$ cat src/inc/pti_pkg.sv
// Purpose: Shared constants and types of the bus target interface
// Assumes: 32-bit multiplexed address/data bus
// Notes: Command codes are those carried on the command lines
package pti_pkg;

   // ----------------------------------------
   // Bus widths
   // ----------------------------------------
   localparam int AD_W = 32;
   localparam int BE_W = 4;
   localparam int WA_W = 30;

   // ----------------------------------------
   // Bus commands
   // ----------------------------------------
   localparam logic [3:0] CMD_MEM_RD = 4'h6;
   localparam logic [3:0] CMD_MEM_WR = 4'h7;
   localparam logic [3:0] CMD_CFG_RD = 4'hA;
   localparam logic [3:0] CMD_CFG_WR = 4'hB;
   localparam logic [3:0] CMD_MEM_RD_MULT = 4'hC;
   localparam logic [3:0] CMD_MEM_RD_LINE = 4'hE;
   localparam logic [3:0] CMD_MEM_WR_INV = 4'hF;
   localparam logic [1:0] CFG_TYPE0 = 2'h0;

   // ----------------------------------------
   // Write buffer entry layout
   // ----------------------------------------
   localparam int ENT_DATA_LSB = 0;
   localparam int ENT_BE_LSB = 32;
   localparam int ENT_ADDR_LSB = 36;
   localparam int ENT_CFG_BIT = 66;
   localparam int ENT_W = 67;
   localparam int BUF_DEPTH = 2;

   // ----------------------------------------
   // Reset values
   // ----------------------------------------
   localparam logic [31:0] RST_AD = 32'h00000000;
   localparam logic [29:0] RST_ADDR = 30'h00000000;
   localparam logic [29:0] ADDR_STEP = 30'h00000001;

   // ----------------------------------------
   // Target states
   // ----------------------------------------
   typedef enum logic [4:0] {
      ST_IDLE = 5'h01,
      ST_BUSY = 5'h02,
      ST_WDATA = 5'h04,
      ST_RDATA = 5'h08,
      ST_TURN = 5'h10
   } pti_state_t;

endpackage : pti_pkg

$ cat src/pti_parity.sv
// Purpose: Even parity over address/data and command lines
// Assumes: Purely combinational
// Notes: Output makes the 37-bit group even
`timescale 1ns/1ps
module pti_parity (
   input wire logic [31:0] i_ad,
   input wire logic [3:0] i_cbe,
   output logic o_par
);

   // ----------------------------------------
   // Parity tree
   // ----------------------------------------
   assign o_par = ^{i_ad, i_cbe};

endmodule : pti_parity

$ cat src/pti_buf.sv
// Purpose: Small valid/ready buffer for completed write phases
// Assumes: Push only while ready
// Notes: Count reported so the caller can plan ahead
`timescale 1ns/1ps
module pti_buf #(
   parameter int W = pti_pkg::ENT_W,
   parameter int DEPTH = pti_pkg::BUF_DEPTH
) (
   input wire logic i_clk,
   input wire logic i_rst_n,
   input wire logic i_valid,
   output logic o_ready,
   input wire logic [W-1:0] i_data,
   output logic o_valid,
   input wire logic i_ready,
   output logic [W-1:0] o_data,
   output logic [$clog2(DEPTH):0] o_count
);

   localparam int PW = (DEPTH > 1) ? $clog2(DEPTH) : 1;

   logic [W-1:0] mem [DEPTH];
   logic [PW-1:0] wr_ptr;
   logic [PW-1:0] rd_ptr;
   wire push = i_valid && o_ready;
   wire pop = o_valid && i_ready;
   wire [PW-1:0] wr_inc = (wr_ptr == PW'(DEPTH - 1)) ? '0 : wr_ptr + 1'b1;
   wire [PW-1:0] rd_inc = (rd_ptr == PW'(DEPTH - 1)) ? '0 : rd_ptr + 1'b1;

   // ----------------------------------------
   // Flags and read port
   // ----------------------------------------
   assign o_ready = (o_count != ($clog2(DEPTH) + 1)'(DEPTH));
   assign o_valid = (o_count != '0);
   assign o_data = mem[rd_ptr];

   // ----------------------------------------
   // Storage and pointers
   // ----------------------------------------
   always_ff @(posedge i_clk)
   begin
      if (push)
      begin
         mem[wr_ptr] <= i_data;
      end
   end

   always_ff @(posedge i_clk)
   begin
      if (!i_rst_n)
      begin
         wr_ptr <= '0;
         rd_ptr <= '0;
         o_count <= '0;
      end
      else
      begin
         wr_ptr <= push ? wr_inc : wr_ptr;
         rd_ptr <= pop ? rd_inc : rd_ptr;
         o_count <= o_count + {{$clog2(DEPTH){1'b0}}, push} - {{$clog2(DEPTH){1'b0}}, pop};
      end
   end

endmodule : pti_buf

$ cat src/pti_target.sv
// Purpose: Target side of a 32-bit multiplexed expansion bus
// Assumes: Bus inputs synchronous to I_REF_CLK
// Notes: Writes land in a small buffer; reads fetch one word per phase
//
// What this block does
// - Address and data share one 32-line bus, address first then data phases.
// - Command lines carry the bus command during the address phase.
// - Command lines act as byte enables for write data phases, taken as each phase completes; reads ignore them.
// - Claimed target drives target ready when it can complete the phase.
// - Target can assert stop to ask the master to end.
// - Locked memory target serves only the lock owner meanwhile.
// - Configuration cycles answered only while the select input is high.
// - Device select driven on own decode; input shows any claim.
// - Bus inputs sampled on the rising clock edge.
// - Reset clears all state except the write buffer storage and releases the driven lines.
// - Even parity over address/data and command lines, checked and driven.
`timescale 1ns/1ps
module pti_target #(
   parameter logic [31:0] BAR_BASE = 32'h80000000,
   parameter logic [31:0] BAR_MASK = 32'hFFFFF000
) (
   input wire logic I_REF_CLK,
   input wire logic I_RST_N,
   input wire logic [31:0] I_AD,
   output logic [31:0] O_AD,
   output logic O_AD_OE,
   input wire logic [3:0] I_CBE_N,
   input wire logic I_FRAME_N,
   input wire logic I_IRDY_N,
   output logic O_TRDY_N,
   output logic O_TRDY_OE,
   output logic O_STOP_N,
   output logic O_STOP_OE,
   input wire logic I_DEVSEL_N,
   output logic O_DEVSEL_N,
   output logic O_DEVSEL_OE,
   input wire logic I_LOCK_N,
   input wire logic I_IDSEL,
   input wire logic I_PAR,
   output logic O_PAR,
   output logic O_PAR_OE,
   output logic O_PAR_ERR,
   output logic O_BUS_CLAIMED,
   output logic O_LOCKED,
   input wire logic I_STOP_REQ,
   output logic O_WR_VALID,
   input wire logic I_WR_READY,
   output logic O_WR_CFG,
   output logic [29:0] O_WR_ADDR,
   output logic [3:0] O_WR_BE,
   output logic [31:0] O_WR_DATA,
   output logic O_RD_READY,
   input wire logic I_RD_VALID,
   input wire logic [31:0] I_RD_DATA,
   output logic O_RD_CFG,
   output logic [29:0] O_RD_ADDR
);

   // ----------------------------------------
   // State and registers
   // ----------------------------------------
   pti_pkg::pti_state_t st;
   pti_pkg::pti_state_t next_st;
   logic trdy;
   logic stop;
   logic devsel;
   logic frame_q;
   logic [29:0] addr;
   logic cfg;
   logic lock_addr;
   logic lock_held;
   logic chk_arm;
   logic chk_exp;
   logic [1:0] buf_cnt;
   logic [pti_pkg::ENT_W-1:0] buf_out;
   logic buf_in_ready;
   logic par_in;
   logic par_out;

   // ----------------------------------------
   // Address phase decode
   // ----------------------------------------
   wire [3:0] cmd = I_CBE_N;
   wire addr_phase = !I_FRAME_N && frame_q && (st == pti_pkg::ST_IDLE || st == pti_pkg::ST_TURN);
   wire is_wr = cmd[0];
   wire is_cfg = (cmd == pti_pkg::CMD_CFG_RD) || (cmd == pti_pkg::CMD_CFG_WR);
   wire is_mem = (cmd == pti_pkg::CMD_MEM_RD) || (cmd == pti_pkg::CMD_MEM_WR)
      || (cmd == pti_pkg::CMD_MEM_RD_MULT) || (cmd == pti_pkg::CMD_MEM_RD_LINE)
      || (cmd == pti_pkg::CMD_MEM_WR_INV);
   wire mem_hit = is_mem && ((I_AD & BAR_MASK) == (BAR_BASE & BAR_MASK));
   wire cfg_hit = is_cfg && I_IDSEL && (I_AD[1:0] == pti_pkg::CFG_TYPE0);
   wire hit = addr_phase && (mem_hit || cfg_hit);
   wire lock_reject = lock_held && !I_LOCK_N && mem_hit;

   // ----------------------------------------
   // Data phase status
   // ----------------------------------------
   wire in_data = (st == pti_pkg::ST_WDATA) || (st == pti_pkg::ST_RDATA);
   wire done = in_data && !I_IRDY_N && trdy;
   wire last_done = in_data && !I_IRDY_N && I_FRAME_N && (trdy || stop);
   wire wr_push = (st == pti_pkg::ST_WDATA) && done;
   wire wr_pop = O_WR_VALID && I_WR_READY;
   wire [2:0] cnt_next = {1'b0, buf_cnt} + {2'b00, wr_push} - {2'b00, wr_pop};
   wire wr_room = (cnt_next < 3'(pti_pkg::BUF_DEPTH));
   wire rd_take = O_RD_READY && I_RD_VALID;
   wire [pti_pkg::ENT_W-1:0] wr_entry = {cfg, addr, ~I_CBE_N, I_AD};
   wire drive_ctl = in_data || (st == pti_pkg::ST_TURN);

   assign O_RD_READY = (st == pti_pkg::ST_RDATA) && !trdy && !stop && !last_done;
   assign O_RD_ADDR = addr;
   assign O_RD_CFG = cfg;
   assign O_TRDY_N = !trdy;
   assign O_STOP_N = !stop;
   assign O_DEVSEL_N = !devsel;
   assign O_TRDY_OE = drive_ctl;
   assign O_STOP_OE = drive_ctl;
   assign O_DEVSEL_OE = drive_ctl;
   assign O_LOCKED = lock_held;
   assign O_WR_CFG = buf_out[pti_pkg::ENT_CFG_BIT];
   assign O_WR_ADDR = buf_out[pti_pkg::ENT_ADDR_LSB +: 30];
   assign O_WR_BE = buf_out[pti_pkg::ENT_BE_LSB +: 4];
   assign O_WR_DATA = buf_out[pti_pkg::ENT_DATA_LSB +: 32];

   // ----------------------------------------
   // Helpers
   // ----------------------------------------
   pti_buf #(
      .W(pti_pkg::ENT_W),
      .DEPTH(pti_pkg::BUF_DEPTH)
   ) u_wbuf (
      .i_clk(I_REF_CLK),
      .i_rst_n(I_RST_N),
      .i_valid(wr_push),
      .o_ready(buf_in_ready),
      .i_data(wr_entry),
      .o_valid(O_WR_VALID),
      .i_ready(I_WR_READY),
      .o_data(buf_out),
      .o_count(buf_cnt)
   );

   pti_parity u_par_in (
      .i_ad(I_AD),
      .i_cbe(I_CBE_N),
      .o_par(par_in)
   );

   pti_parity u_par_out (
      .i_ad(O_AD),
      .i_cbe(I_CBE_N),
      .o_par(par_out)
   );

   // ----------------------------------------
   // Next state
   // ----------------------------------------
   always_comb
   begin
      next_st = st;
      unique case (st)
         pti_pkg::ST_IDLE, pti_pkg::ST_TURN:
         begin
            if (hit)
            begin
               next_st = is_wr ? pti_pkg::ST_WDATA : pti_pkg::ST_RDATA;
            end
            else if (addr_phase)
            begin
               next_st = pti_pkg::ST_BUSY;
            end
            else
            begin
               next_st = pti_pkg::ST_IDLE;
            end
         end
         pti_pkg::ST_BUSY:
         begin
            if (I_FRAME_N && I_IRDY_N)
            begin
               next_st = pti_pkg::ST_IDLE;
            end
         end
         pti_pkg::ST_WDATA, pti_pkg::ST_RDATA:
         begin
            if (last_done)
            begin
               next_st = pti_pkg::ST_TURN;
            end
         end
         default:
         begin
            next_st = pti_pkg::ST_IDLE;
         end
      endcase
   end

   // ----------------------------------------
   // Handshake outputs
   // ----------------------------------------
   wire wr_trdy = !last_done && !(stop && (done || !trdy)) && !I_STOP_REQ && wr_room;
   wire rd_trdy = !done && (trdy || rd_take);
   wire next_trdy = (st == pti_pkg::ST_WDATA) ? wr_trdy
      : (st == pti_pkg::ST_RDATA) ? rd_trdy : 1'b0;
   wire next_stop = hit ? (lock_reject || I_STOP_REQ)
      : in_data ? (!last_done && (stop || I_STOP_REQ)) : 1'b0;
   wire next_devsel = hit ? 1'b1 : (in_data && !last_done);
   wire next_lock = (I_FRAME_N && I_LOCK_N) ? 1'b0
      : (lock_held || (done && !I_LOCK_N && !cfg && !lock_addr));

   always_ff @(posedge I_REF_CLK)
   begin
      if (!I_RST_N)
      begin
         st <= pti_pkg::ST_IDLE;
         trdy <= 1'b0;
         stop <= 1'b0;
         devsel <= 1'b0;
         frame_q <= 1'b1;
      end
      else
      begin
         st <= next_st;
         trdy <= next_trdy;
         stop <= next_stop;
         devsel <= next_devsel;
         frame_q <= I_FRAME_N;
      end
   end

   // ----------------------------------------
   // Address, lock and read data
   // ----------------------------------------
   always_ff @(posedge I_REF_CLK)
   begin
      if (!I_RST_N)
      begin
         addr <= pti_pkg::RST_ADDR;
         cfg <= 1'b0;
         lock_addr <= 1'b0;
         lock_held <= 1'b0;
         O_AD <= pti_pkg::RST_AD;
         O_AD_OE <= 1'b0;
      end
      else
      begin
         addr <= addr_phase ? I_AD[31:2] : (done ? addr + pti_pkg::ADDR_STEP : addr);
         cfg <= addr_phase ? is_cfg : cfg;
         lock_addr <= addr_phase ? !I_LOCK_N : lock_addr;
         lock_held <= next_lock;
         O_AD <= rd_take ? I_RD_DATA : O_AD;
         O_AD_OE <= (st == pti_pkg::ST_RDATA) && !last_done;
      end
   end

   // ----------------------------------------
   // Parity drive and check
   // ----------------------------------------
   always_ff @(posedge I_REF_CLK)
   begin
      if (!I_RST_N)
      begin
         O_PAR <= 1'b0;
         O_PAR_OE <= 1'b0;
         chk_arm <= 1'b0;
         chk_exp <= 1'b0;
         O_PAR_ERR <= 1'b0;
         O_BUS_CLAIMED <= 1'b0;
      end
      else
      begin
         O_PAR <= par_out;
         O_PAR_OE <= O_AD_OE;
         chk_arm <= addr_phase || wr_push;
         chk_exp <= par_in;
         O_PAR_ERR <= chk_arm && (I_PAR != chk_exp);
         O_BUS_CLAIMED <= !I_DEVSEL_N;
      end
   end

   // ----------------------------------------
   // Checks
   // ----------------------------------------
   trdy_needs_devsel_a: assert property (@(posedge I_REF_CLK) disable iff (!I_RST_N)
      !O_TRDY_N |-> O_TRDY_OE && !O_DEVSEL_N)
      else $error("target ready without device select");

   claim_devsel_a: assert property (@(posedge I_REF_CLK) disable iff (!I_RST_N)
      hit |=> O_DEVSEL_OE && !O_DEVSEL_N)
      else $error("own decode not claimed");

   cfg_idsel_a: assert property (@(posedge I_REF_CLK) disable iff (!I_RST_N)
      (addr_phase && is_cfg && !I_IDSEL) |=> !O_DEVSEL_OE)
      else $error("configuration cycle claimed without select");

   wr_buffered_a: assert property (@(posedge I_REF_CLK) disable iff (!I_RST_N)
      (st == pti_pkg::ST_WDATA && !I_IRDY_N && !O_TRDY_N) |=> O_WR_VALID)
      else $error("completed write phase not buffered");

   stop_release_a: assert property (@(posedge I_REF_CLK) disable iff (!I_RST_N)
      (!O_STOP_N && !I_IRDY_N && I_FRAME_N) |=> O_STOP_OE && O_STOP_N ##1 !O_STOP_OE || !O_DEVSEL_N)
      else $error("stop not released after final phase");

   reset_release_a: assert property (@(posedge I_REF_CLK) disable iff (!I_RST_N)
      $rose(I_RST_N) |-> !O_AD_OE && !O_TRDY_OE && !O_STOP_OE && !O_DEVSEL_OE && !O_PAR_OE)
      else $error("lines driven after reset");

   read_parity_a: assert property (@(posedge I_REF_CLK) disable iff (!I_RST_N)
      O_PAR_OE |-> O_PAR == ^{$past(O_AD), $past(I_CBE_N)})
      else $error("read parity wrong");

   lock_retry_a: assert property (@(posedge I_REF_CLK) disable iff (!I_RST_N)
      (hit && lock_reject) |=> !O_STOP_N && O_TRDY_N)
      else $error("locked target served another master");

   wr_be_a: assert property (@(posedge I_REF_CLK) disable iff (!I_RST_N)
      (st == pti_pkg::ST_WDATA && !I_IRDY_N && !O_TRDY_N && buf_cnt == 2'h0 && !I_WR_READY)
      |=> O_WR_BE == ~$past(I_CBE_N) && O_WR_DATA == $past(I_AD))
      else $error("byte enables not kept with data");

   buf_room_a: assert property (@(posedge I_REF_CLK) disable iff (!I_RST_N)
      wr_push |-> buf_in_ready)
      else $error("write phase completed into a full buffer");

   turn_drive_a: assert property (@(posedge I_REF_CLK) disable iff (!I_RST_N)
      (in_data && last_done) |=> O_DEVSEL_N && O_TRDY_N && O_STOP_N)
      else $error("control lines not released after last phase");

endmodule : pti_target

$ cat config.mk
export PLATFORM = sky130hd
export DESIGN_NAME = pti_target
export DESIGN_NICKNAME = d
export VERILOG_FILES = /design/src/inc/pti_pkg.sv /design/src/pti_parity.sv /design/src/pti_buf.sv /design/src/pti_target.sv
export SDC_FILE = /design/constraint.sdc
export NUM_CORES = 1
export LEC_CHECK = 0
export ABC_AREA = 1
export BUFFER_PORTS_ARGS = -buffer_cell sky130_fd_sc_hd__buf_2
export CORE_MARGIN = 2
export CORE_UTILIZATION = 56
export DETAILED_ROUTE_END_ITERATION = 12
export GPL_TIMING_DRIVEN = 0
export PLACE_DENSITY_LB_ADDON = 0.08
export RECOVER_POWER = 50
export SLEW_MARGIN = 5
export SYNTH_ARGS = -nofsm -noshare
export SYNTH_HDL_FRONTEND = slang
export SYNTH_HIERARCHICAL = 1
export SYNTH_SLANG_ARGS = --single-unit
$ cat constraint.sdc
create_clock -name I_REF_CLK -period 6.68 [get_ports I_REF_CLK]
set_input_delay 0 -clock I_REF_CLK [delete_from_list [all_inputs] [get_ports I_REF_CLK]]
set_output_delay 0 -clock I_REF_CLK [all_outputs]
set_load 0.01 [all_outputs]
# Word-level counts from Yosys, hierarchy flattened

Memories as Yosys holds them, arrays and structs flattened. A register that Yosys moved wholly into a read port is not among the register bits.
Index checks and enable logic that the tools add are counted.

Flip-flop bits (word level): 85
Memories: 1
Output and inout bits: 144
Word-level logic and storage cells: 138
Bits in writable memories: 134
Input port bits: 79

Add/sub/neg operators: 7
Eq/ne operators: 17
Reductions and logical operators: 71
Bitwise operators: 2
Order comparisons: 1
Mux-type cells: 19

Memories:

| name       | depth | bits a word | rd ports | clocked after Yosys merged registers in | wr ports | RTL line      | text |
|---|---|---|---|---|---|---|---|
| u_wbuf.mem | 2     | 67          | 1        | 1                                       | 1        | pti_buf.sv:22 | `logic [W-1:0] mem [DEPTH];` |

Operator list:

| cell                                                | count |
|---|---|
| parity 36 bit                                       | 2 |
| 2-to-1 mux 30 bit                                   | 2 |
| logical AND 1 bit                                   | 33 |
| adder 30 x 1 -> 30 bit (second input constant)      | 1 |
| == test 20 bit (second input constant)              | 1 |
| == test 4 bit (second input constant)               | 5 |
| logical OR 1 bit                                    | 16 |
| case mux 5 bit (3 select lines)                     | 1 |
| zero test 1 bit                                     | 13 |
| 2-to-1 mux 1 bit                                    | 11 |
| 2-to-1 mux 5 bit                                    | 2 |
| == test 4 x 3 -> 1 bit (second input constant)      | 2 |
| 2-to-1 mux 4 bit                                    | 2 |
| inequality test 2 bit (second input constant)       | 3 |
| OR reduction 2 bit                                  | 3 |
| == test 5 x 1 -> 1 bit (second input constant)      | 1 |
| == test 5 x 2 -> 1 bit (second input constant)      | 1 |
| == test 5 x 3 -> 1 bit (second input constant)      | 1 |
| == test 5 x 4 -> 1 bit (second input constant)      | 1 |
| == test 5 bit (second input constant)               | 1 |
| inverter 4 bit                                      | 1 |
| nonzero test 2 bit                                  | 2 |
| adder 2 x 1 -> 3 bit                                | 1 |
| < comparator 3 x 2 -> 1 bit (second input constant) | 1 |
| other kinds (9)                                     | 10 |

# Longest topological paths before layout

Gate-level depths: netlist of run 1.

Depth after elaboration: 12
Mapped depth: 17
Mapped depth without buffers: 16

# Hierarchy

Netlist of run 1, hierarchy kept.

Modules (own cells, without submodules):

| module     | cells an instance | area an instance (um^2) | times used | sequential area each (um^2) |
|---|---|---|---|---|
| pti_buf    | 244               | 5,180.0                 | 1          | 4,124.0 |
| pti_target | 706               | 4,558.1                 | 1          | 1,621.6 |
| pti_parity | 177               | 749.5                   | 2          | 0.0 |

# Least setup slack after synthesis of run 1

OpenSTA, ideal clock, no wires.

Kind: reg2reg
Start: register st[0]
End: memory u_wbuf/mem[1][0] (netlist bit) (enable)
Stages on the path, launching flop included: 10
Required time: 6,186 ps
Data arrival time: 4,183 ps
Buffers on the path: 1
Period minus slack after synthesis: 4,678 ps
Setup slack: 2,002 ps
Cell sequence: dfxtp_1 -> nor2_2 -> nand3_2 -> nand2_4 -> nand3_4 -> buf_6 -> or2_1 -> inv_1 -> nand2_1 -> nor2_1

Cells in the longest elaborated chain, start to end: 8

Ends and longest elaborated chain:

| what                                                                    | RTL line                            | text |
|---|---|---|
| from (decl)                                                             | pti_target.sv:62                    | `pti_pkg::pti_state_t st;` |
| from (signal assigned)                                                  | pti_target.sv:214                   | `st <= pti_pkg::ST_IDLE;` |
| from (signal assigned)                                                  | pti_target.sv:222                   | `st <= next_st;` |
| == test 5 x 3 -> 1 bit / == test 5 x 4 -> 1 bit (equally long branches) | pti_target.sv:98, pti_target.sv:101 |  |
| logical OR 1 bit                                                        | pti_target.sv:98                    | `wire in_data = (st == pti_pkg::ST_WDATA) \|\| (st == pti_pkg::ST_RDATA);` |
| logical AND 1 bit (2 in a row)                                          | pti_target.sv:99                    | `wire done = in_data && !I_IRDY_N && trdy;` |
| logical AND 1 bit (*)                                                   | pti_target.sv:101                   | `wire wr_push = (st == pti_pkg::ST_WDATA) && done;` |
| net wr_push                                                             | pti_target.sv:101                   |  |
| logical AND 1 bit (*)                                                   | pti_buf.sv:25                       | `wire push = i_valid && o_ready;` |
| 2-to-1 mux 1 bit (*)                                                    | pti_buf.sv:42                       | `if (push)` |
| 2-to-1 mux 1 bit (implied by the code) (*)                              | pti_buf.sv:44                       | `mem[wr_ptr] <= i_data;` |
| to (decl)                                                               | pti_buf.sv:22                       |  |

The timed path passes the listed nets; every way through them passes the cells marked *.

# Worst setup path after layout of run 1

Start: register st[0]
End: register trdy

Cells in the longest elaborated chain, start to end: 12

Ends and longest elaborated chain:

| what                                                                          | RTL line          | text |
|---|---|---|
| parallel branches: the longest is 11 deep, another holds adder 2 x 1 -> 3 bit | --                |  |
| 2-to-1 mux 1 bit (*)                                                          | pti_target.sv:202 | `wire next_trdy = (st == pti_pkg::ST_WDATA) ? wr_trdy` |
| to (signal assigned)                                                          | pti_target.sv:223 | `trdy <= next_trdy;` |
| to (decl)                                                                     | pti_target.sv:64  | `logic trdy;` |

Mark *: on every way between the ends.
A chain may end at the register's enable or synchronous reset.

==> flow_summary.ini, run 1 <==
[cts]
cts_tree = done
cts_sinks = 220
insertion_delay_ps = 520
clock_path_buffers = 3
path_clk_slew_ps = 60
htree_levels = 1
root_buffer = clkbuf_16
cts_buffers = 24

[power]
power_frac_seq_pct = 46.6
p_sw_share_pct = 24.95
p_int_mw = 2.403
static-leakage-power_nw = 6.163
p_clk_share_pct = 39.5
power_switching_uw = 798.9
combinationalPowerShare_pct = 13.9
powerDensity_mw_per_mm2 = 225.8
ir_drop_uv = 201.2

[routing]
drtIter0Drc = 604
wire_per_inst_um = 14.96
via_count = 9607
first_pass_iters = 5
drc = 0
via_per_inst = 5.004
postRouteAntennaNets = 0
totalWireLength_um = 28730

[floorplanning]
rows = 51
num_io_pins = 223
chipWidth_um = 145.7
core_sq_mm = 0.01959
die_h_um = 145.7
dieArea_sq_mm = 0.02122
start_util_pct = 57.36

[synth]
yosys_warnings = 6
synth_area_sq_mm = 0.01124
yosysSeqAreaShare_pct = 51.13
synth_nets = 1387
ys_types = 39
ys_ff_latch = 220
postSynthCellCount = 1304
synth.avg_cell_area_sq_um = 8.617

[global_route]
grt-ovfl-total = 0
grt_usage_pct = 26.90
grt_pass1_wl_um = 46090
antenna_found_initial = 0
grt_pass1_vias = 9241
grt_max_degree = 31

[setup_path]
critical-path-max-stage-delay_ps = 400
r2r_slack_ps = 3750
cp-startpoint = st[0]
crit_chain = nor2_1 > nand3_1 > nand2_4 > nand3_4 > buf_6 > or2_1 > ha_1 > inv_1 > nand2_1 > fa_1 > a21oi_1 > o211ai_1 > nor2_1 > nand3_1 > a21oi_1
critical_path_buf_inv_count = 2
rr_worst_depth = 15
criticalPathCategory = reg2reg
crit_family = simple AND/OR/NAND/NOR gates
arrival_ps = 3370
worstPathRequired_ps = 7120
crit_path_top_delay_cell = fa_1
crit_cells = 15
reg2reg_to = trdy
critPathCapture = trdy
crit_fanout = 10
end_kind = register
r2r_start = st[0]
start_kind = register

[final_layout]
drive_gt1_share_pct = 18.97
fillers = 1595
syn_to_final_growth_pct = 26.20
diodes = 0
multiInputGateArea_sq_mm = 0.004539
regArea_sq_mm = 0.005746
layout.nets = 1720
instances_no_fill = 1920

[sta]
rsz0062_at_grt = false
fmax_ghz = 0.3412
finalSetupTns_ps = 0
finalCriticalPeriod_ps = 2931
fin_crit_sh_pct = 43.87
drv_slew = 0
setup_viol = 0
fin_skew_ps = 7.781
finalHoldViolations = 0
slew_headroom_pct = 49.52
worst_pin_slew_ps = 757.2

[min_path]
min_path_type = in2reg
hp-start = I_DEVSEL_N

[place]
dp_cells = 1795
gp_congestion = 0.8947
hpwl_um = 20300
io_buffers = 222

[job]
maxCapViolations = 0

[outcome]
status = complete, no violations
-- cells in the final DEF (no fill, tap or decap), types with 6 or more instances in the layout --
cell type      Yosys  layout
xnor2_1           21      21
clkbuf_1          14     108
inv_2              9       7
xor2_1            19      19
clkbuf_4           0      29
a21oi_1           65      65
mux2_2            37      37
mux2_4            30      30
nand3b_1           6       6
edfxtp_1         134     134
o21ai_0            8       8
clkbuf_16          0      25
buf_2              6     147
nand2_1          511     512
buf_6              9       6
inv_1            123     125
nor2_1            86      85
nand3_1           61      62
dlygate4sd3_1      0      81
dfxtp_1           86      86
-- layout make-up --
class / instances / share of cell area [%]
clock buffer: 34 / 4.720
tap: 265 / 2.338
inverter: 133 / 3.520
buffer: 64 / 2.929
multi-input combinational: 887 / 32.01
timing repair buffer: 307 / 13.41
clock inverter: 10 / 0.5558
sequential: 220 / 40.52
-- flip-flops by register name (all words and copies together) (netlist names), 2 cells and up, named ones only --
register,count
O_RD_ADDR,30
st,5
u_wbuf/mem,134
O_AD,32
u_wbuf/o_count,2
-- power by group through the flow --
stage | Clock [mW] | Combinational [mW] | Sequential [mW]
floorplan | 0 | 0.270 | 1.51
global placement | 0 | 0.406 | 1.52
detailed placement | 0 | 0.413 | 1.52
CTS | 1.28 | 0.450 | 1.49
global route | 1.35 | 0.491 | 1.50
finish | 1.26 | 0.446 | 1.49
-- stage by stage --
step / hold slack [ps] / power (mW) / util (%) / area [sq um] / worst slack (ps)
5_1_grt: 169.6 / 3.333 / 72.39 / 14180 / 3468
3_3_place_gp: 160.8 / 1.926 / 64.73 / 12680 / 48.82
4_1_cts: 162.0 / 3.219 / 73.17 / 14330 / 3854
3_5_place_dp: 166.0 / 1.934 / 65.21 / 12770 / 3907
6_report: 173.3 / 3.202 / 72.39 / 14180 / 3749
2_1_floorplan: 72.38 / 1.780 / - / 11240 / 2003
-- Yosys cell counts --
cell,instances,area (sq um)
mux2_4,30,450.4
nand2_1,511,1918
ha_1,3,37.54
o2111ai_1,1,8.760
inv_2,9,33.78
nand4_1,3,18.77
buf_6,9,101.4
nand4_2,1,12.51
nand2_4,1,11.26
o21ai_0,8,40.04
nor3_1,3,15.01
nor2_2,5,31.28
nand3_4,1,17.52
fa_1,1,20.02
xnor2_2,2,32.53
nand3b_1,6,45.04
mux2_2,37,416.7
o31ai_1,1,7.510
nor3b_1,1,7.510
clkbuf_1,14,52.55
dfxtp_1,86,1722
buf_2,6,30.03
nor2_1,86,322.8
or2_1,1,6.260
nand3_2,1,10.01
a31oi_1,1,6.260
inv_1,123,461.7
buf_4,35,262.8
nand3_1,61,305.3
a21oi_1,65,325.3
xor2_1,19,166.4
clkinv_1,1,3.750
o211ai_1,3,22.52
edfxtp_1,134,4024
o21bai_1,1,7.510
o21a_1,5,37.54
nor3_2,3,30.03
nand2_2,5,31.28
xnor2_1,21,183.9
-- worst reg2reg max path, stage by stage, from the launching register on --
cell      delay [ps]
dfxtp_1          340
nor2_1           160
nand3_1          210
nand2_4          180
nand3_4          110
buf_6            180
or2_1            280
ha_1             310
inv_1             50
nand2_1           60
fa_1             400
a21oi_1          160
o211ai_1         120
nor2_1           100
nand3_1           80
a21oi_1          130
-- per-layer routing --
metal / routed length (um) / global-route usage [%] / vias up / share of wire [%]
met2: 14270 / 47.56 / 311 / 50
met4: 772 / 8.922 / 0 / 2.7
li1: - / - / 4822 / -
met1: 11790 / 33.37 / 4423 / 41
met5: 0 / 0 / - / 0
met3: 1897 / 4.922 / 51 / 6.6
-- timing repair --
item                      in CTS  in global routing
hold endpoints to repair     151                  0
buffers inserted               0                  0
hold buffers                  81                  0
resized for setup              0                  0
-- how the worst min path moves through the flow --
stage,end,depth (start not counted)
floorplan,O_BUS_CLAIMED,1
global placement,O_BUS_CLAIMED,2
detailed placement,O_BUS_CLAIMED,2
finish,O_BUS_CLAIMED,3
CTS,O_BUS_CLAIMED,3
global route,O_BUS_CLAIMED,3
-- cell families (layout without fill, tap and decap cells) --
kind of cell             after synthesis  after routing  synth area share [%]
AND/OR/NAND/NOR                      689            689                 24.76
flip-flops                           220            220                 51.13
buffers and inverters                197            548                 8.418
AO/OA/AOI/OAI                         85             85                 4.053
multiplexers                          67             67                 7.716
XOR/XNOR                              42             42                 3.407
adder cells (fa/ha/maj)                4              4                0.5122
Note: power is estimated with default switching activity, not from simulation.
==> run 2, diff against run 1 <==
--- a/config.mk
+++ b/config.mk
@@ -5,10 +5,10 @@
 export SDC_FILE = /design/constraint.sdc
 export NUM_CORES = 1
 export LEC_CHECK = 0
-export ABC_AREA = 1
+export ABC_AREA = 0
 export BUFFER_PORTS_ARGS = -buffer_cell sky130_fd_sc_hd__buf_2
 export CORE_MARGIN = 2
-export CORE_UTILIZATION = 56
+export CORE_UTILIZATION = 49
 export DETAILED_ROUTE_END_ITERATION = 12
 export GPL_TIMING_DRIVEN = 0
 export PLACE_DENSITY_LB_ADDON = 0.08
==> constraint.sdc (replaced) <==
create_clock -name I_REF_CLK -period 2.6 [get_ports I_REF_CLK]
set_input_delay 0 -clock I_REF_CLK [delete_from_list [all_inputs] [get_ports I_REF_CLK]]
set_output_delay 0 -clock I_REF_CLK [all_outputs]
set_load 0.01 [all_outputs]
==> flow_summary.ini, run 2 <==
[outcome]
status = finished, violations left
violations = negative setup slack

[sta]
finalSetupTns_ps = -70.71
fin_crit_sh_pct = 102.7
slew_headroom_pct = 43.86
worst_pin_slew_ps = 842.1
finalHoldViolations = 0
setup_viol = 1
rsz0062_at_grt = true
finalCriticalPeriod_ps = 2671
drv_slew = 0
fin_skew_ps = 15.46
layout_setup_ws_ps = -70.71
fmax_ghz = 0.3744

[final_layout]
layout_commonest_cell = buf_2
fin_util_pct = 64.99
instances_no_fill = 1460
layout.nets = 1257
diodes = 0
largest_reg_flops = 134
final_cell_mix = 153 x buf_2, 134 x edfxtp_1, 108 x clkbuf_1, 94 x nand2_1, 80 x dfxtp_1
syn_to_final_growth_pct = 31.45
top_register = u_wbuf/mem
drive_gt1_share_pct = 28.57

[routing]
drtIter0Drc = 576
via_per_inst = 5.331
postRouteAntennaNets = 0
drc = 0
via_count = 7783
totalWireLength_um = 26310
wire_per_inst_um = 18.02
first_pass_iters = 5

[power]
powerDensity_mw_per_mm2 = 580.6
static-leakage-power_nw = 4.750
ir_drop_uv = 490.8

[floorplanning]
start_util_pct = 49.44
rows = 52
dieArea_sq_mm = 0.02137
core_sq_mm = 0.02004
chipWidth_um = 146.2
die_h_um = 146.2
num_io_pins = 223

[global_route]
grt_pass1_vias = 7601
antenna_found_initial = 1
grt_usage_pct = 24.00
use_met2_pct = 40.40
grt-ovfl-total = 0
busiest_layer = met2
grt_max_degree = 40
grt_use_met1_pct = 31.84
gr-usage-met3_pct = 5.000
grt_pass1_wl_um = 40770

[setup_path]
end_kind = register
crit_fanout = 4
worstPathRequired_ps = 3000
criticalPathCategory = reg2reg
start_kind = register
arrival_ps = 3070

[synth]
postSynthCellCount = 827
synth_edf_count = 134
ys_types = 63
synth.avg_cell_area_sq_um = 11.98
synth_area_sq_mm = 0.009907
yosysSeqAreaShare_pct = 57.99
synth_top_area_share_pct = 40.62
ys_ff_latch = 220
synthTopCellsByArea = edfxtp_1 41%, dfxtp_1 17%, xnor2_1 5.5%, mux2_4 4.5%, mux2_2 4.2%
yosys_warnings = 6
synth_largest_area_cell = edfxtp_1
yosysMostFrequentCell = edfxtp_1
synth-main-ff-cell = edfxtp_1
synth_nets = 910
async_flop_share_pct = 0
synth_top_cells_by_count = 134 x edfxtp_1, 94 x nand2_1, 86 x dfxtp_1

[cts]
insertion_delay_ps = 510
clock_path_buffers = 3
cts_buffers = 23
path_clk_slew_ps = 60
htree_levels = 1
cts_tree = done
root_buffer = clkbuf_16
cts_sinks = 220

[place]
io_buffers = 222
dp_cells = 1321
gp_congestion = 0.8447
hpwl_um = 17720
dp_slack_ps = -545.3

[job]
maxCapViolations = 0

[min_path]
min_path_type = in2reg
run 2: final timing paths:
kind | endpoint | startpoint | depth (start not counted) | slack [ps]
max reg2reg | trdy | st[4] | 12 | -70
max | trdy | st[4] | 12 | -70
min reg2reg | O_AD[5] | O_AD[5] | 2 | 480
min | st[1] | I_IDSEL | 4 | 40
run 2: area by class of cell:
class	count	area [sq um]
timing repair inverter	1	7.507
buffer	70	440.4
sequential	220	5763
clock buffer	34	646.9
timing repair buffer	322	1989
tap	270	337.8
multi-input combinational	520	3719
inverter	16	63.81
fill	1670	7017
clock inverter	7	55.05
run 2: where the power goes:
group / switching, mW / leakage (nW) / internal, mW
registers: 0.0723 / 1.87 / 3.74
clock network: 1.28 / 0.343 / 1.81
logic: 0.317 / 2.54 / 0.346
total: 1.67 / 4.75 / 5.89
run 2: worst max-delay path, cell delays in order, from the launching register on:
cell	delay [ps]
dfxtp_4	360
nor3_4	240
buf_6	130
nand3b_1	140
nor2_4	160
inv_2	60
ha_4	200
nand2b_4	130
fa_2	530
nand3b_1	110
o31ai_2	230
a21oi_1	60
o41ai_1	220
run 2: cells by family after synthesis:
| kind of cell | synth area share, % |
|---|---|
| xor+xnor | 6.997 |
| compound gates | 8.803 |
| buf+inv | 5.090 |
| fa+ha+maj | 0.5810 |
| simple gates | 11.68 |
| flops | 57.99 |
| mux | 8.853 |
run 2: repair_timing:
action / CTS / global route
pin swaps: 10 / 7
endpoints found under the setup margin: 100 / 39
hold buffers: 76 / 0
gates cloned: 0 / 1
gates resized for setup: 13 / 4
hold endpoints to repair: 150 / 0
setup buffers: 22 / 3
run 2: stage by stage:
step / total power [mW] / hold slack, ps / cell area (sq um)
after floorplan: 4.218 / 72.38 / 9955
after global placement: 4.455 / 157.2 / 11400
after detailed placement: 4.461 / 161.7 / 11450
after CTS: 7.627 / 31.54 / 13110
after global routing: 7.816 / 97.50 / 13020
final: 7.561 / 35.71 / 13020
run 2: metal layers:
layer  wire [um]  part of all wire, %
met3        1964                  7.5
met2       12800                   49
met5          11                0.042
met4         531                  2.0
met1       11000                   42
==> run 3, diff against run 2 <==
--- a/config.mk
+++ b/config.mk
@@ -7,7 +7,7 @@
 export LEC_CHECK = 0
 export ABC_AREA = 0
 export BUFFER_PORTS_ARGS = -buffer_cell sky130_fd_sc_hd__buf_2
-export CORE_MARGIN = 2
+export CORE_MARGIN = 4
 export CORE_UTILIZATION = 49
 export DETAILED_ROUTE_END_ITERATION = 12
 export GPL_TIMING_DRIVEN = 0
@@ -16,5 +16,4 @@
 export SLEW_MARGIN = 5
 export SYNTH_ARGS = -nofsm -noshare
 export SYNTH_HDL_FRONTEND = slang
-export SYNTH_HIERARCHICAL = 1
 export SYNTH_SLANG_ARGS = --single-unit
==> flow_summary.ini, run 3 <==
[cts]
cts_setup_buffers = 0
path_clk_slew_ps = 60
htree_levels = 1
cts_sinks = 220
insertion_delay_ps = 510
cts_buffers = 23
root_buffer = clkbuf_16
clock_path_buffers = 3
cts_tree = done

[global_route]
grt_pass1_wl_um = 39430
grt_usage_pct = 22.37
grt-ovfl-total = 0
grt_pass1_vias = 7340
grt_max_degree = 36
antenna_found_initial = 0

[setup_path]
r2r_start = st[3]
critical_path_buf_inv_count = 2
critical-path-max-stage-delay_ps = 570
rr_worst_depth = 7
end_kind = register
worstPathRequired_ps = 2990
arrival_ps = 2930
crit_path_top_delay_cell = dlygate4sd3_1
crit_family = simple AND/OR/NAND/NOR gates
reg2reg_to = stop
crit_fanout = 10
crit_chain = or2_1 > or4_1 > buf_2 > a21oi_4 > nor2_1 > o31a_1 > dlygate4sd3_1
r2r_slack_ps = 50
start_kind = register
criticalPathCategory = reg2reg

[synth]
synth_top_cells_by_count = 134 x edfxtp_1, 87 x nand2_1, 86 x dfxtp_1
yosysMostFrequentCell = edfxtp_1
synth_largest_area_cell = edfxtp_1
async_flop_share_pct = 0
yosysSeqAreaShare_pct = 59.00
synth.avg_cell_area_sq_um = 11.95
synth_top_area_share_pct = 41.32
synth_nets = 916
ys_types = 55
postSynthCellCount = 815
synth_area_sq_mm = 0.009738
synth-main-ff-cell = edfxtp_1
yosys_warnings = 0
ys_ff_latch = 220
synthTopCellsByArea = edfxtp_1 41%, dfxtp_1 18%, mux2_2 7.7%, xnor2_1 4.3%, nand2_1 3.4%
synth_edf_count = 134

[floorplanning]
core_sq_mm = 0.01953
dieArea_sq_mm = 0.02219
start_util_pct = 49.87
die_h_um = 149.0
rows = 51
chipWidth_um = 149.0
num_io_pins = 223

[final_layout]
layout.nets = 1245
fillers = 1623
drive_gt1_share_pct = 25.19
fin_util_pct = 65.31
layout_commonest_cell = buf_2
final_cell_mix = 138 x buf_2, 134 x edfxtp_1, 114 x clkbuf_1, 87 x nand2_1, 86 x dfxtp_1
top_register = u_wbuf.mem
largest_reg_flops = 134
syn_to_final_growth_pct = 30.95
multiInputGateArea_sq_mm = 0.003508
diodes = 0
regArea_sq_mm = 0.005746
fin_area_sq_mm = 0.01275

[sta]
rsz0062_at_grt = false
drv_slew = 0
finalHoldViolations = 0
slew_headroom_pct = 50.65
layout_setup_ws_ps = 53.54
hold_slack_ps = 52.99
fin_crit_sh_pct = 97.94
fmax_ghz = 0.3927
fin_skew_ps = 16.90
worst_pin_slew_ps = 740.2
setup_viol = 0
finalCriticalPeriod_ps = 2546

[routing]
first_pass_iters = 7
totalWireLength_um = 25430
via_per_inst = 5.222
wire_per_inst_um = 17.86
drtIter0Drc = 473
drc = 0
via_count = 7436
postRouteAntennaNets = 0

[place]
place_area_sq_mm = 0.01125
gp_congestion = 0.8500
dp_slack_ps = 123.2
hpwl_um = 17720
io_buffers = 222

[power]
ir_drop_uv = 452.7
powerDensity_mw_per_mm2 = 654.0
static-leakage-power_nw = 4.859

[min_path]
hold_depth = 4
min_path_type = in2reg
hp-start = I_WR_READY

[job]
maxCapViolations = 0

[outcome]
status = complete, no violations
run 3: what timing repair did:
action | in CTS | in global routing
hold buffers | 80 | 0
pin swaps | 0 | 0
endpoints found under the setup margin | 20 | 46
resized for setup | 0 | 5
hold endpoints to repair | 149 | 0
run 3: worst reg2reg max path: stages, from the launching register on:
cell and delay [ps]:
dfxtp_1 360, or2_1 280, or4_1 500, buf_2 220, a21oi_4 200, nor2_1 60, o31a_1 240, dlygate4sd3_1 570
run 3: worst max path at each step:
stage	depth (start not counted)	start	end	slack, ps
2_1_floorplan	4	st[4]	u_wbuf.mem[0][0]	30
3_3_place_gp	4	st[4]	u_wbuf.mem[0][54]	-820
3_5_place_dp	5	st[4]	u_wbuf.mem[1][51]	120
4_1_cts	3	register	O_WR_DATA[15]	50
5_1_grt	7	st[3]	stop	3
6_report	7	st[3]	stop	50
run 3: cell families (layout without fill, tap and decap cells):
group	count (synthesis)	after routing	share of synthesized area, %
DFF	220	220	59.00
muxes	68	68	7.850
and+or+nand+nor	209	209	10.46
xor gates and xnor gates	66	66	6.360
adders and majority gates	22	22	2.904
AOI/OAI and AO/OA	128	128	8.133
buffers and inverters	102	446	5.294
run 3: final cells by class:
| type | count | share of cell area, % |
|---|---|---|
| Clock inverter | 11 | 1.236 |
| Clock buffer | 29 | 5.004 |
| Tap cell | 265 | 2.600 |
| Inverter | 36 | 1.060 |
| Timing Repair Buffer | 305 | 14.59 |
| Multi-Input combinational cell | 493 | 27.51 |
| Sequential cell | 220 | 45.06 |
| Buffer | 65 | 2.943 |
run 3: power by group:
group          leakage [nW]  total [mW]  switching [mW]  internal [mW]
Sequential             1.93        3.86           0.101           3.76
Combinational          2.53        1.04           0.506          0.538
Clock                 0.397        3.44            1.31           2.13
Total                  4.86        8.34            1.92           6.42
run 3: routing by layer:
layer,vias up,GRT usage [%],share of wire [%],routed length [um]
met5,-,0,0,0
met4,0,5.721,2.0,520
met3,42,5.196,8.6,2182
met2,301,38.74,49,12350
met1,3544,28.45,41,10380
li1,3549,-,-,-
run 3: stage by stage:
step	cells	TNS (ps)	power, mW
after floorplan	815	0	4.521
after CTS	1424	0	8.449
after global routing	1424	0	8.660
after detailed placement	1305	0	4.908
after global placement	1302	-89800	4.901
final	1424	0	8.340
